## src/shared/emb_pkg.sv

```systemverilog
// constants for the encoder message buffer
package emb_pkg;
  localparam int          ADDR_W          = 8;
  localparam logic [7:0]  ADDR_TX_WORD    = 8'h00;
  localparam logic [7:0]  ADDR_RX_WORD    = 8'h04;
  localparam logic [7:0]  ADDR_POS_CHK    = 8'h08;
  localparam logic [7:0]  ADDR_STATUS     = 8'h0C;
  localparam logic [7:0]  ADDR_POSITION   = 8'h10;
  localparam int          VALID_BIT       = 15;
  localparam int          LAST_BIT        = 14;
  localparam int          FIRST_BIT       = 13;
  localparam logic [7:0]  CMD_READ_POS    = 8'h00;
  localparam logic [2:0]  POS_BYTE_LOW    = 3'h4;
  localparam logic [2:0]  POS_BYTE_MID    = 3'h5;
  localparam logic [2:0]  POS_BYTE_MIX    = 3'h6;
  localparam logic [2:0]  POS_BYTE_TURNS  = 3'h7;
  localparam int          POS_BITS        = 13;
  localparam int          TURN_BITS       = 12;
  localparam logic [15:0] WORD_ZERO       = 16'h0000;
  localparam logic [31:0] RDATA_ZERO      = 32'h0000_0000;
endpackage

```

## src/verilog/emb_msg_buffer.sv

```systemverilog
// encoder message buffer: tx word assembly, reply fifo, rx word handshake
//
// Our own choices: the register addresses and the address-and-strobe port.
`timescale 1ns/10ps

module emb_fifo #(
  parameter int WIDTH = 9,
  parameter int DEPTH = 8
) (
  // clock and reset
  input  wire logic             clk,
  input  wire logic             reset,
  // fill side
  input  wire logic [WIDTH-1:0] inData,
  input  wire logic             inValid,
  output logic                  inReady,
  // drain side
  output logic [WIDTH-1:0]      outData,
  output logic                  outValid,
  input  wire logic             outReady
);
  localparam int AW = $clog2(DEPTH);
  typedef struct packed {
    logic [AW-1:0] wrPtr;
    logic [AW-1:0] rdPtr;
    logic [AW:0]   count;
    logic          notFull;
  } emb_fifo_t;

  emb_fifo_t        s;
  emb_fifo_t        next_s;
  logic [WIDTH-1:0] mem [DEPTH];
  logic             push;
  logic             pop;

  assign inReady  = s.notFull;
  assign outValid = (s.count != '0);
  assign outData  = mem[s.rdPtr];

  always_comb begin
    next_s = s;
    push   = inValid && s.notFull;
    pop    = outValid && outReady;
    if (push) begin
      next_s.wrPtr = (s.wrPtr == AW'(DEPTH - 1)) ? '0 : s.wrPtr + 1'b1;
    end
    if (pop) begin
      next_s.rdPtr = (s.rdPtr == AW'(DEPTH - 1)) ? '0 : s.rdPtr + 1'b1;
    end
    if (push && !pop) begin
      next_s.count = s.count + 1'b1;
    end else if (pop && !push) begin
      next_s.count = s.count - 1'b1;
    end
    next_s.notFull = (next_s.count != (AW+1)'(DEPTH));
  end

  always_ff @(posedge clk or posedge reset) begin
    if (reset) begin
      s         <= '0;
      s.notFull <= 1'b1;
    end else begin
      s <= next_s;
    end
  end

  always_ff @(posedge clk) begin
    if (push) begin
      mem[s.wrPtr] <= inData;
    end
  end
endmodule

// Function
// - tx word cleared once drive takes it
// - word with bit 14 launches transfer
// - bit 13 first byte, bit 14 last
// - first reply byte in rx low, bit15 set
// - next byte loaded only after software clears
// - eight byte reply, byte five bit7/bit6
// - bytes six to eight hold position, turns
// - three word reply, last has bit 14
module emb_msg_buffer
  import emb_pkg::*;
#(
  parameter int TX_DEPTH = 16,
  parameter int RX_DEPTH = 8
) (
  // clock and reset
  input  wire logic              clk,
  input  wire logic              reset,
  // register port
  input  wire logic [ADDR_W-1:0] regAddr,
  input  wire logic [31:0]       regWdata,
  input  wire logic              regWr,
  input  wire logic              regRd,
  output logic [31:0]            regRdata,
  // message bytes toward the encoder link
  output logic [7:0]             txByte,
  output logic                   txValid,
  output logic                   txLast,
  input  wire logic              txReady,
  // reply bytes from the encoder link
  input  wire logic [7:0]        rxByte,
  input  wire logic              rxValid,
  input  wire logic              rxLast,
  output logic                   rxReady,
  // position check control
  output logic                   posCheckDisable
);
  localparam int TW = $clog2(TX_DEPTH);

  typedef enum logic [0:0] {ST_IDLE, ST_SEND} emb_state_t;

  typedef struct packed {
    emb_state_t           state;
    logic [15:0]          txWord;
    logic [15:0]          rxWord;
    logic                 posChk;
    logic [TW:0]          txLen;
    logic [TW:0]          sendIdx;
    logic [7:0]           txByte;
    logic                 txValid;
    logic                 txLast;
    logic [7:0]           cmd;
    logic                 posReply;
    logic [2:0]           rxIdx;
    logic [POS_BITS-1:0]  pos;
    logic [TURN_BITS-1:0] turns;
    logic                 alarm;
    logic [31:0]          rdata;
  } emb_top_t;

  emb_top_t   s;
  emb_top_t   next_s;
  logic [7:0] txMem [TX_DEPTH];
  logic       accept;
  logic       first;
  logic       last;
  logic [TW:0] wrIdx;
  logic [8:0] fifoOut;
  logic       fifoValid;
  logic       popReady;
  logic       popFire;
  logic       wrTx;
  logic       wrRx;

  function automatic logic hit(input logic [ADDR_W-1:0] a,
                               input logic [7:0] off);
    hit = (a == off);
  endfunction

  // reply bytes wait here so a slow software reader loses nothing
  emb_fifo #(
    .WIDTH (9),
    .DEPTH (RX_DEPTH)
  ) u_rx_fifo (
    .clk      (clk),
    .reset    (reset),
    .inData   ({rxLast, rxByte}),
    .inValid  (rxValid),
    .inReady  (rxReady),
    .outData  (fifoOut),
    .outValid (fifoValid),
    .outReady (popReady)
  );

  assign regRdata        = s.rdata;
  assign txByte          = s.txByte;
  assign txValid         = s.txValid;
  assign txLast          = s.txLast;
  assign posCheckDisable = s.posChk;

  always_comb begin
    next_s   = s;
    wrTx     = regWr && hit(regAddr, ADDR_TX_WORD);
    wrRx     = regWr && hit(regAddr, ADDR_RX_WORD);
    // a word written during a send waits; its nonzero value is the stall
    accept   = (s.txWord != WORD_ZERO) && (s.state == ST_IDLE);
    first    = s.txWord[FIRST_BIT];
    last     = s.txWord[LAST_BIT];
    wrIdx    = first ? '0 : s.txLen;
    popReady = !s.rxWord[VALID_BIT];
    popFire  = popReady && fifoValid;

    if (accept) begin
      next_s.txWord = WORD_ZERO;
      if (wrIdx < (TW+1)'(TX_DEPTH)) begin
        next_s.txLen = wrIdx + 1'b1;
      end
      if (first) begin
        next_s.cmd = s.txWord[7:0];
      end
      if (last) begin
        next_s.state    = ST_SEND;
        next_s.sendIdx  = '0;
        next_s.txValid  = 1'b1;
        next_s.txByte   = (wrIdx == '0) ? s.txWord[7:0] : txMem[0];
        next_s.txLast   = (wrIdx == '0);
        next_s.posReply = ((first ? s.txWord[7:0] : s.cmd)
                           == CMD_READ_POS);
        next_s.rxIdx    = '0;
      end
    end

    if (s.state == ST_SEND && s.txValid && txReady) begin
      if (s.txLast) begin
        next_s.txValid = 1'b0;
        next_s.txLast  = 1'b0;
        next_s.state   = ST_IDLE;
      end else begin
        next_s.sendIdx = s.sendIdx + 1'b1;
        next_s.txByte  = txMem[TW'(s.sendIdx + 1'b1)];
        next_s.txLast  = ((s.sendIdx + 2'd2) == s.txLen);
      end
    end

    if (wrTx) begin
      next_s.txWord = regWdata[15:0];
    end
    if (wrRx) begin
      next_s.rxWord = regWdata[15:0];
    end
    // load beats a clear in the same cycle, so no byte is lost
    if (popFire) begin
      next_s.rxWord = WORD_ZERO;
      next_s.rxWord[VALID_BIT] = 1'b1;
      next_s.rxWord[LAST_BIT]  = fifoOut[8];
      next_s.rxWord[7:0]       = fifoOut[7:0];
      next_s.rxIdx = fifoOut[8] ? '0 : s.rxIdx + 1'b1;
      if (s.posReply) begin
        case (s.rxIdx)
          POS_BYTE_LOW: begin
            next_s.pos[0] = fifoOut[7];
            next_s.alarm  = fifoOut[6];
          end
          POS_BYTE_MID: begin
            next_s.pos[8:1] = fifoOut[7:0];
          end
          POS_BYTE_MIX: begin
            next_s.turns[3:0] = fifoOut[7:4];
            next_s.pos[12:9]  = fifoOut[3:0];
          end
          POS_BYTE_TURNS: begin
            next_s.turns[11:4] = fifoOut[7:0];
          end
          default: begin
            next_s.pos = s.pos;
          end
        endcase
      end
    end

    if (regWr && hit(regAddr, ADDR_POS_CHK)) begin
      next_s.posChk = regWdata[0];
    end

    next_s.rdata = RDATA_ZERO;
    if (regRd) begin
      case (regAddr)
        ADDR_TX_WORD:  next_s.rdata = {16'h0000, s.txWord};
        ADDR_RX_WORD:  next_s.rdata = {16'h0000, s.rxWord};
        ADDR_POS_CHK:  next_s.rdata = {31'h0000_0000, s.posChk};
        ADDR_STATUS:   next_s.rdata = {30'h0000_0000, fifoValid,
                                       (s.state == ST_SEND)};
        ADDR_POSITION: next_s.rdata = {6'h00, s.alarm, s.turns, s.pos};
        default:       next_s.rdata = RDATA_ZERO;
      endcase
    end
  end

  always_ff @(posedge clk or posedge reset) begin
    if (reset) begin
      s       <= '0;
      s.state <= ST_IDLE;
    end else begin
      s <= next_s;
    end
  end

  // buffered message bytes, written as each of the first TX_DEPTH words of a message is taken
  always_ff @(posedge clk) begin
    if (accept && wrIdx < (TW+1)'(TX_DEPTH)) begin
      txMem[TW'(wrIdx)] <= s.txWord[7:0];
    end
  end
endmodule

```

## config.mk

```make
export PLATFORM = sky130hd
export DESIGN_NAME = emb_msg_buffer
export DESIGN_NICKNAME = d
export VERILOG_FILES = /design/src/shared/emb_pkg.sv /design/src/verilog/emb_msg_buffer.sv
export SDC_FILE = /design/constraint.sdc
export NUM_CORES = 1
export LEC_CHECK = 0
export ABC_AREA = 1
export BUFFER_PORTS_ARGS = -buffer_cell sky130_fd_sc_hd__clkbuf_2
export CAP_MARGIN = 20
export CELL_PAD_IN_SITES_DETAIL_PLACEMENT = 0
export CELL_PAD_IN_SITES_GLOBAL_PLACEMENT = 1
export CORE_MARGIN = 2
export CORE_UTILIZATION = 51
export CTS_CLUSTER_SIZE = 30
export DETAILED_ROUTE_END_ITERATION = 16
export PLACE_DENSITY = 0.81
export RECOVER_POWER = 50
export SYNTH_ARGS = -nofsm -noshare
export SYNTH_HDL_FRONTEND = slang
export SYNTH_SLANG_ARGS = --single-unit
```

## constraint.sdc

```tcl
create_clock -name clk -period 6.9 [get_ports clk]
set_input_delay 0.69 -clock clk [delete_from_list [all_inputs] [get_ports clk]]
set_output_delay 0.69 -clock clk [all_outputs]
set_load 0.02 [all_outputs]
```

## Yosys cells after proc, flatten, opt, wreduce, memory -nomap -nowiden

Memory sizes are Yosys's and may differ from the RTL's.
Index checks and enable logic that the tools add are counted.

| word-level totals | value |
|---|---|
| output and inout bits | 44 |
| input bits | 55 |
| bits in writable memories | 200 |
| memories kept | 2 |
| flip-flop bits (word level) | 135 |

| cells by class | value |
|---|---|
| add/sub/neg operators | 8 |
| bitwise logic cells | 1 |
| $lt $le $gt $ge | 1 |
| equality and inequality tests | 12 |
| multiplexer cells | 36 |
| reductions and logical operators | 33 |

Memories:

| name | words | width | read ports | clocked after Yosys merged registers in | write ports | RTL line | RTL |
|---|---|---|---|---|---|---|---|
| txMem | 16 | 8 | 2 | 0 | 1 | emb_msg_buffer.sv:136 | `logic [7:0] txMem [TX_DEPTH];` |
| u_rx_fifo.mem | 8 | 9 | 1 | 0 | 1 | emb_msg_buffer.sv:32 | `logic [WIDTH-1:0] mem [DEPTH];` |

Operators with widths:

| kind | count |
|---|---|
| 26-bit one-hot mux with 5 select lines | 1 |
| 26-bit 2-to-1 mux | 2 |
| 16-bit 2-to-1 mux | 3 |
| 8-bit 2-to-1 mux | 4 |
| 15-bit 2-to-1 mux | 2 |
| 29-bit 2-to-1 mux | 1 |
| 27-bit 2-to-1 mux | 1 |
| 4-bit 2-to-1 mux | 5 |
| 3-bit equality test, second input constant | 6 |
| 17-bit 2-to-1 mux | 1 |
| 8-bit by 4-bit equality test with 1-bit output, second input constant | 2 |
| 8-bit logical NOT | 2 |
| 16-bit nonzero test | 1 |
| 13-bit 2-to-1 mux | 1 |
| 3-bit AND reduction | 4 |
| 2-bit nonzero test | 6 |
| 1-bit logical AND | 11 |
| 1-bit 2-to-1 mux | 11 |
| 5-bit by 1-bit adder with 5-bit output, second input constant | 2 |
| 3-bit by 1-bit adder with 3-bit output, second input constant | 3 |
| 3-bit 2-to-1 mux | 3 |
| 8-bit by 3-bit equality test with 1-bit output, second input constant | 1 |
| 8-bit by 5-bit equality test with 1-bit output, second input constant | 1 |
| 2-bit AND reduction | 4 |
| other kinds (11) | 13 |

## Longest topological paths before layout

| depth | value |
|---|---|
| word-level depth | 7 |
| depth in mapped cells | 12 |
| mapped depth without buffers | 11 |

## Hierarchy

Synthesis repeated with hierarchy kept, for this count alone.

| second synthesis, totals | value |
|---|---|
| cells, all modules | 1,489 |
| area total of the unflattened synthesis | 14,747.9 sq um |

Modules (own cells, without submodules):

| module | instances | cells an instance | area each (sq um) |
|---|---|---|---|
| emb_msg_buffer | 1 | 1,184 | 11,197.0 |
| emb_fifo | 1 | 305 | 3,550.9 |

## Least setup slack after synthesis

No wires, ideal clock.

| timing | value |
|---|---|
| path kind | flip-flop to flip-flop |
| start point | register s, in the netlist first |
| end point | memory txMem[12][0] (enable) |
| path buffers | 1 |
| required time | 6,517 ps |
| arrival time | 1,665 ps |
| period minus slack after synthesis | 2,049 ps |
| cell stages (with the launch flop) | 7 |
| path slack | 4,851 ps |
| library setup time | 383 ps |
| path through | dfrtp_1 > buf_6 > clkinv_1 > nand2_1 > ha_1 > inv_1 > nor3_1 |

| on the way | value |
|---|---|
| longest elaborated chain between the ends | 5 |
| elaborated cells on any way between the ends | 7 |

Ends and longest elaborated chain:

| item | RTL line | RTL |
|---|---|---|
| start, declared | emb_msg_buffer.sv:134 | `emb_top_t s;` |
| start signal, assigned | emb_msg_buffer.sv:277 | `s <= next_s;` |
| 5-bit 2-to-1 mux or 16-bit nonzero test (tied branches) | emb_msg_buffer.sv:182, emb_msg_buffer.sv:179 |  |
| 5-bit < comparator or 1-bit logical AND (tied branches) | emb_msg_buffer.sv:283, emb_msg_buffer.sv:179 |  |
| 1-bit logical AND | emb_msg_buffer.sv:283 | `if (accept && wrIdx < (TW+1)'(TX_DEPTH)) begin` |
| 1-bit 2-to-1 mux | emb_msg_buffer.sv:283 |  |
| 1-bit 2-to-1 mux (not written as such) | emb_msg_buffer.sv:284 | `txMem[TW'(wrIdx)] <= s.txWord[7:0];` |
| end, declared | emb_msg_buffer.sv:136 |  |

Several ways; a longest one is shown, not always the timed one.

==> flow_summary.ini <==
[cells_and_area]
fillers = 2482
syn2layout_area_growth_pct = 10.04
final_util = 0.5681
fin_nets = 1590
drive_above_1_share = 0.1088

[die]
dieHeight_um = 174.2
dieArea_mm2 = 0.03036
ioPinCount = 99
start_util = 0.5163
core_area_mm2 = 0.02863
die_w_um = 174.2
rows = 62

[worst_setup_path]
critPathBufInv = 3
path_class = in2async
cp_cell_sequence = clkbuf_2, clkinvlp_2, buf_4
crit_slowest_cell = clkinvlp_2
critPathMaxFanout = 80
cp_data_required_time_ns = 7.47
slowest_delay_ns = 2.02
end_kind = async pin
crit_path_start_kind = input pin
r2r-start = s[80]
cp_top_family = buffers and inverters
setup.worst_path.start = reset
crit_arrival_ns = 3.68

[global_routing]
met3_usage = 0.04024
use_met1 = 0.3199
grt_use_total = 0.2308
top_usage_layer = met2
grt_overflow_total = 0
groute.layer.met2.usage = 0.3677
grt_pass1_wl_um = 53950
antenna_found_initial = 0
grt_max_degree = 81
grt_pass1_vias = 9686

[sta]
setup_viol = 0
clock_skew_ns = 0.01111
worst_pin_slew_ns = 3.596
finalCriticalPeriod_ns = 3.104
rsz0062_at_grt = no
max-slew-margin-rel = -1.411
finalHoldViolCount = 0
fin_crit_sh = 0.4499
whs_ns = 0.4307
slew_viol_final = 81
fin_setup_tns_ns = 0
layout_setup_ws_ns = 3.796
fmax_mhz = 322.2

[yosys]
synth_area_leader_cell = edfxtp_1
synth_top_area_frac = 0.4064
synth_area_per_cell_um2 = 9.946
yosysWarnings = 0
synth-seq-cells = 329
synthTopCellsByCount = 413 x nand2_1, 200 x edfxtp_1, 143 x nor2_1
ys_seq_area_frac = 0.6249
synthTopCellsByArea = edfxtp_1 41%, dfrtp_1 22%, nand2_1 10%
synth_edf_count = 200
syn_inst = 1486
netlist_area_mm2 = 0.01478
ys_async_sr_fraction = 0.3921
ys.flop_type = edfxtp_1
ys_types = 40
synth_most_common_cell = nand2_1

[drt]
ant_nets = 0
first_iter_violations = 782
routedWlPerCell_um = 18.03
routed_wl_um = 34790
drc = 0
vias = 10140
first_pass_iters = 6
vias_per_cell = 5.257

[power_and_ir_drop]
leakagePower_uw = 0.006931
ir_worst_vdd_mv = 0.2851
p_per_area_mw_per_mm2 = 369.3
finalPower_uw = 6007

[placed_design]
place_congestion = 0.9040
dpl.hpwl_um = 22990
place_ws_ns = 3.901
port_buffers = 76

[clocking]
clkSinkCount = 329
insertion_delay_ns = 0.51
cts_resized = 0
max-clock-path-buffers = 3
cts.clk_slew.worst_paths_ns = 0.06
holdBufCountCts = 0
htreeDepth = 2
cts-root-buf = clkbuf_16
cts_setup_buffers = 0
cts_buffers = 36
cts_tree = built

[outcome]
violations = max-capacitance violations, max-slew violations
status = finished, violations left

[min_path]
holdCritStartpoint = regRd
hold_class = in2reg

[job]
cap_violations = 1
-- state kept, by name (all words and copies together) (netlist names), 8 cells and up --
name / count
u_rx_fifo.mem: 72
regRdata: 26
s: 79
txMem: 128
u_rx_fifo.s: 10
txByte: 8
-- worst paths after layout --
check / to / slack [ns] / cells past startpoint
hold / removal: regRdata[0] / 0.43 / 3
min in group asynchronous: regRdata[18] / 1.23 / 2
setup / recovery: u_rx_fifo.s[5] / 3.80 / 3
hold reg to reg: s[64] / 0.48 / 2
setup reg to reg: txByte[4] / 3.90 / 11
max in group clk: txByte[4] / 3.90 / 11
-- power by group --
| part | internal (uW) | switching [uW] |
|---|---|---|
| Combinational | 462 | 1160 |
| Clock | 1200 | 745 |
| Sequential | 2310 | 127 |
-- worst register-to-register path, delay by kind of cell, from the launching register on --
| kind | cells | cell delay [ns] |
|---|---|---|
| DFF | 1 | 0.34 |
| adders and majority gates | 1 | 0.36 |
| and+or+nand+nor | 7 | 0.75 |
| buffers and inverters | 3 | 1.45 |
-- per-layer routing --
layer  share of wire  routed length, um
met1            0.45              15540
met2            0.47              16490
met3           0.050               1750
met4           0.029               1006
met5               0                  0
-- cells in the final DEF (no fill, tap or decap), drive strengths merged --
cell type,Yosys,layout
nand2,423,423
edfxtp,200,200
nor2,155,155
nand3,145,145
clkbuf,8,130
dfrtp,128,128
o21ai,123,123
inv,116,115
o211ai,20,20
ha,17,17
a31oi,13,13
nor3,12,12
buf,89,10
o22ai,9,9
clkinv,3,8
conb,1,6
a21oi,6,6
nand4,5,5
xnor2,4,4
bufinv,0,4
xor2,3,3
nand3b,2,2
or2,2,2
clkinvlp,0,2
diode,0,1
and3,1,1
dfstp,1,1
-- cell families after synthesis --
kind of cell,synth area share
xor gates and xnor gates,0.004148
other,0.0002537
adders and majority gates,0.01439
and+or+nand+nor,0.2164
DFF,0.6249
AOI/OAI and AO/OA,0.06341
buffers and inverters,0.07653
-- metrics by stage --
step / std cells / cell area (um2)
3_5_place_dp: 1862 / 15060
2_1_floorplan: 1491 / 14800
4_1_cts: 1926 / 16260
3_3_place_gp: 1861 / 15040
6_report: 1929 / 16260
5_1_grt: 1928 / 16260
-- layout make-up --
cell class | count | area (um2) | share of cell area
Sequential cell | 329 | 9236 | 0.5679
Multi-Input combinational cell | 946 | 4415 | 0.2715
Clock buffer | 54 | 1050 | 0.06455
Tap cell | 384 | 480.5 | 0.02954
Timing Repair Buffer | 86 | 473.0 | 0.02908
Inverter | 119 | 450.4 | 0.02770
Clock inverter | 10 | 155.1 | 0.009540
Antenna cell | 1 | 2.502 | 0.0001539
Power figures use the tool's default switching activity.
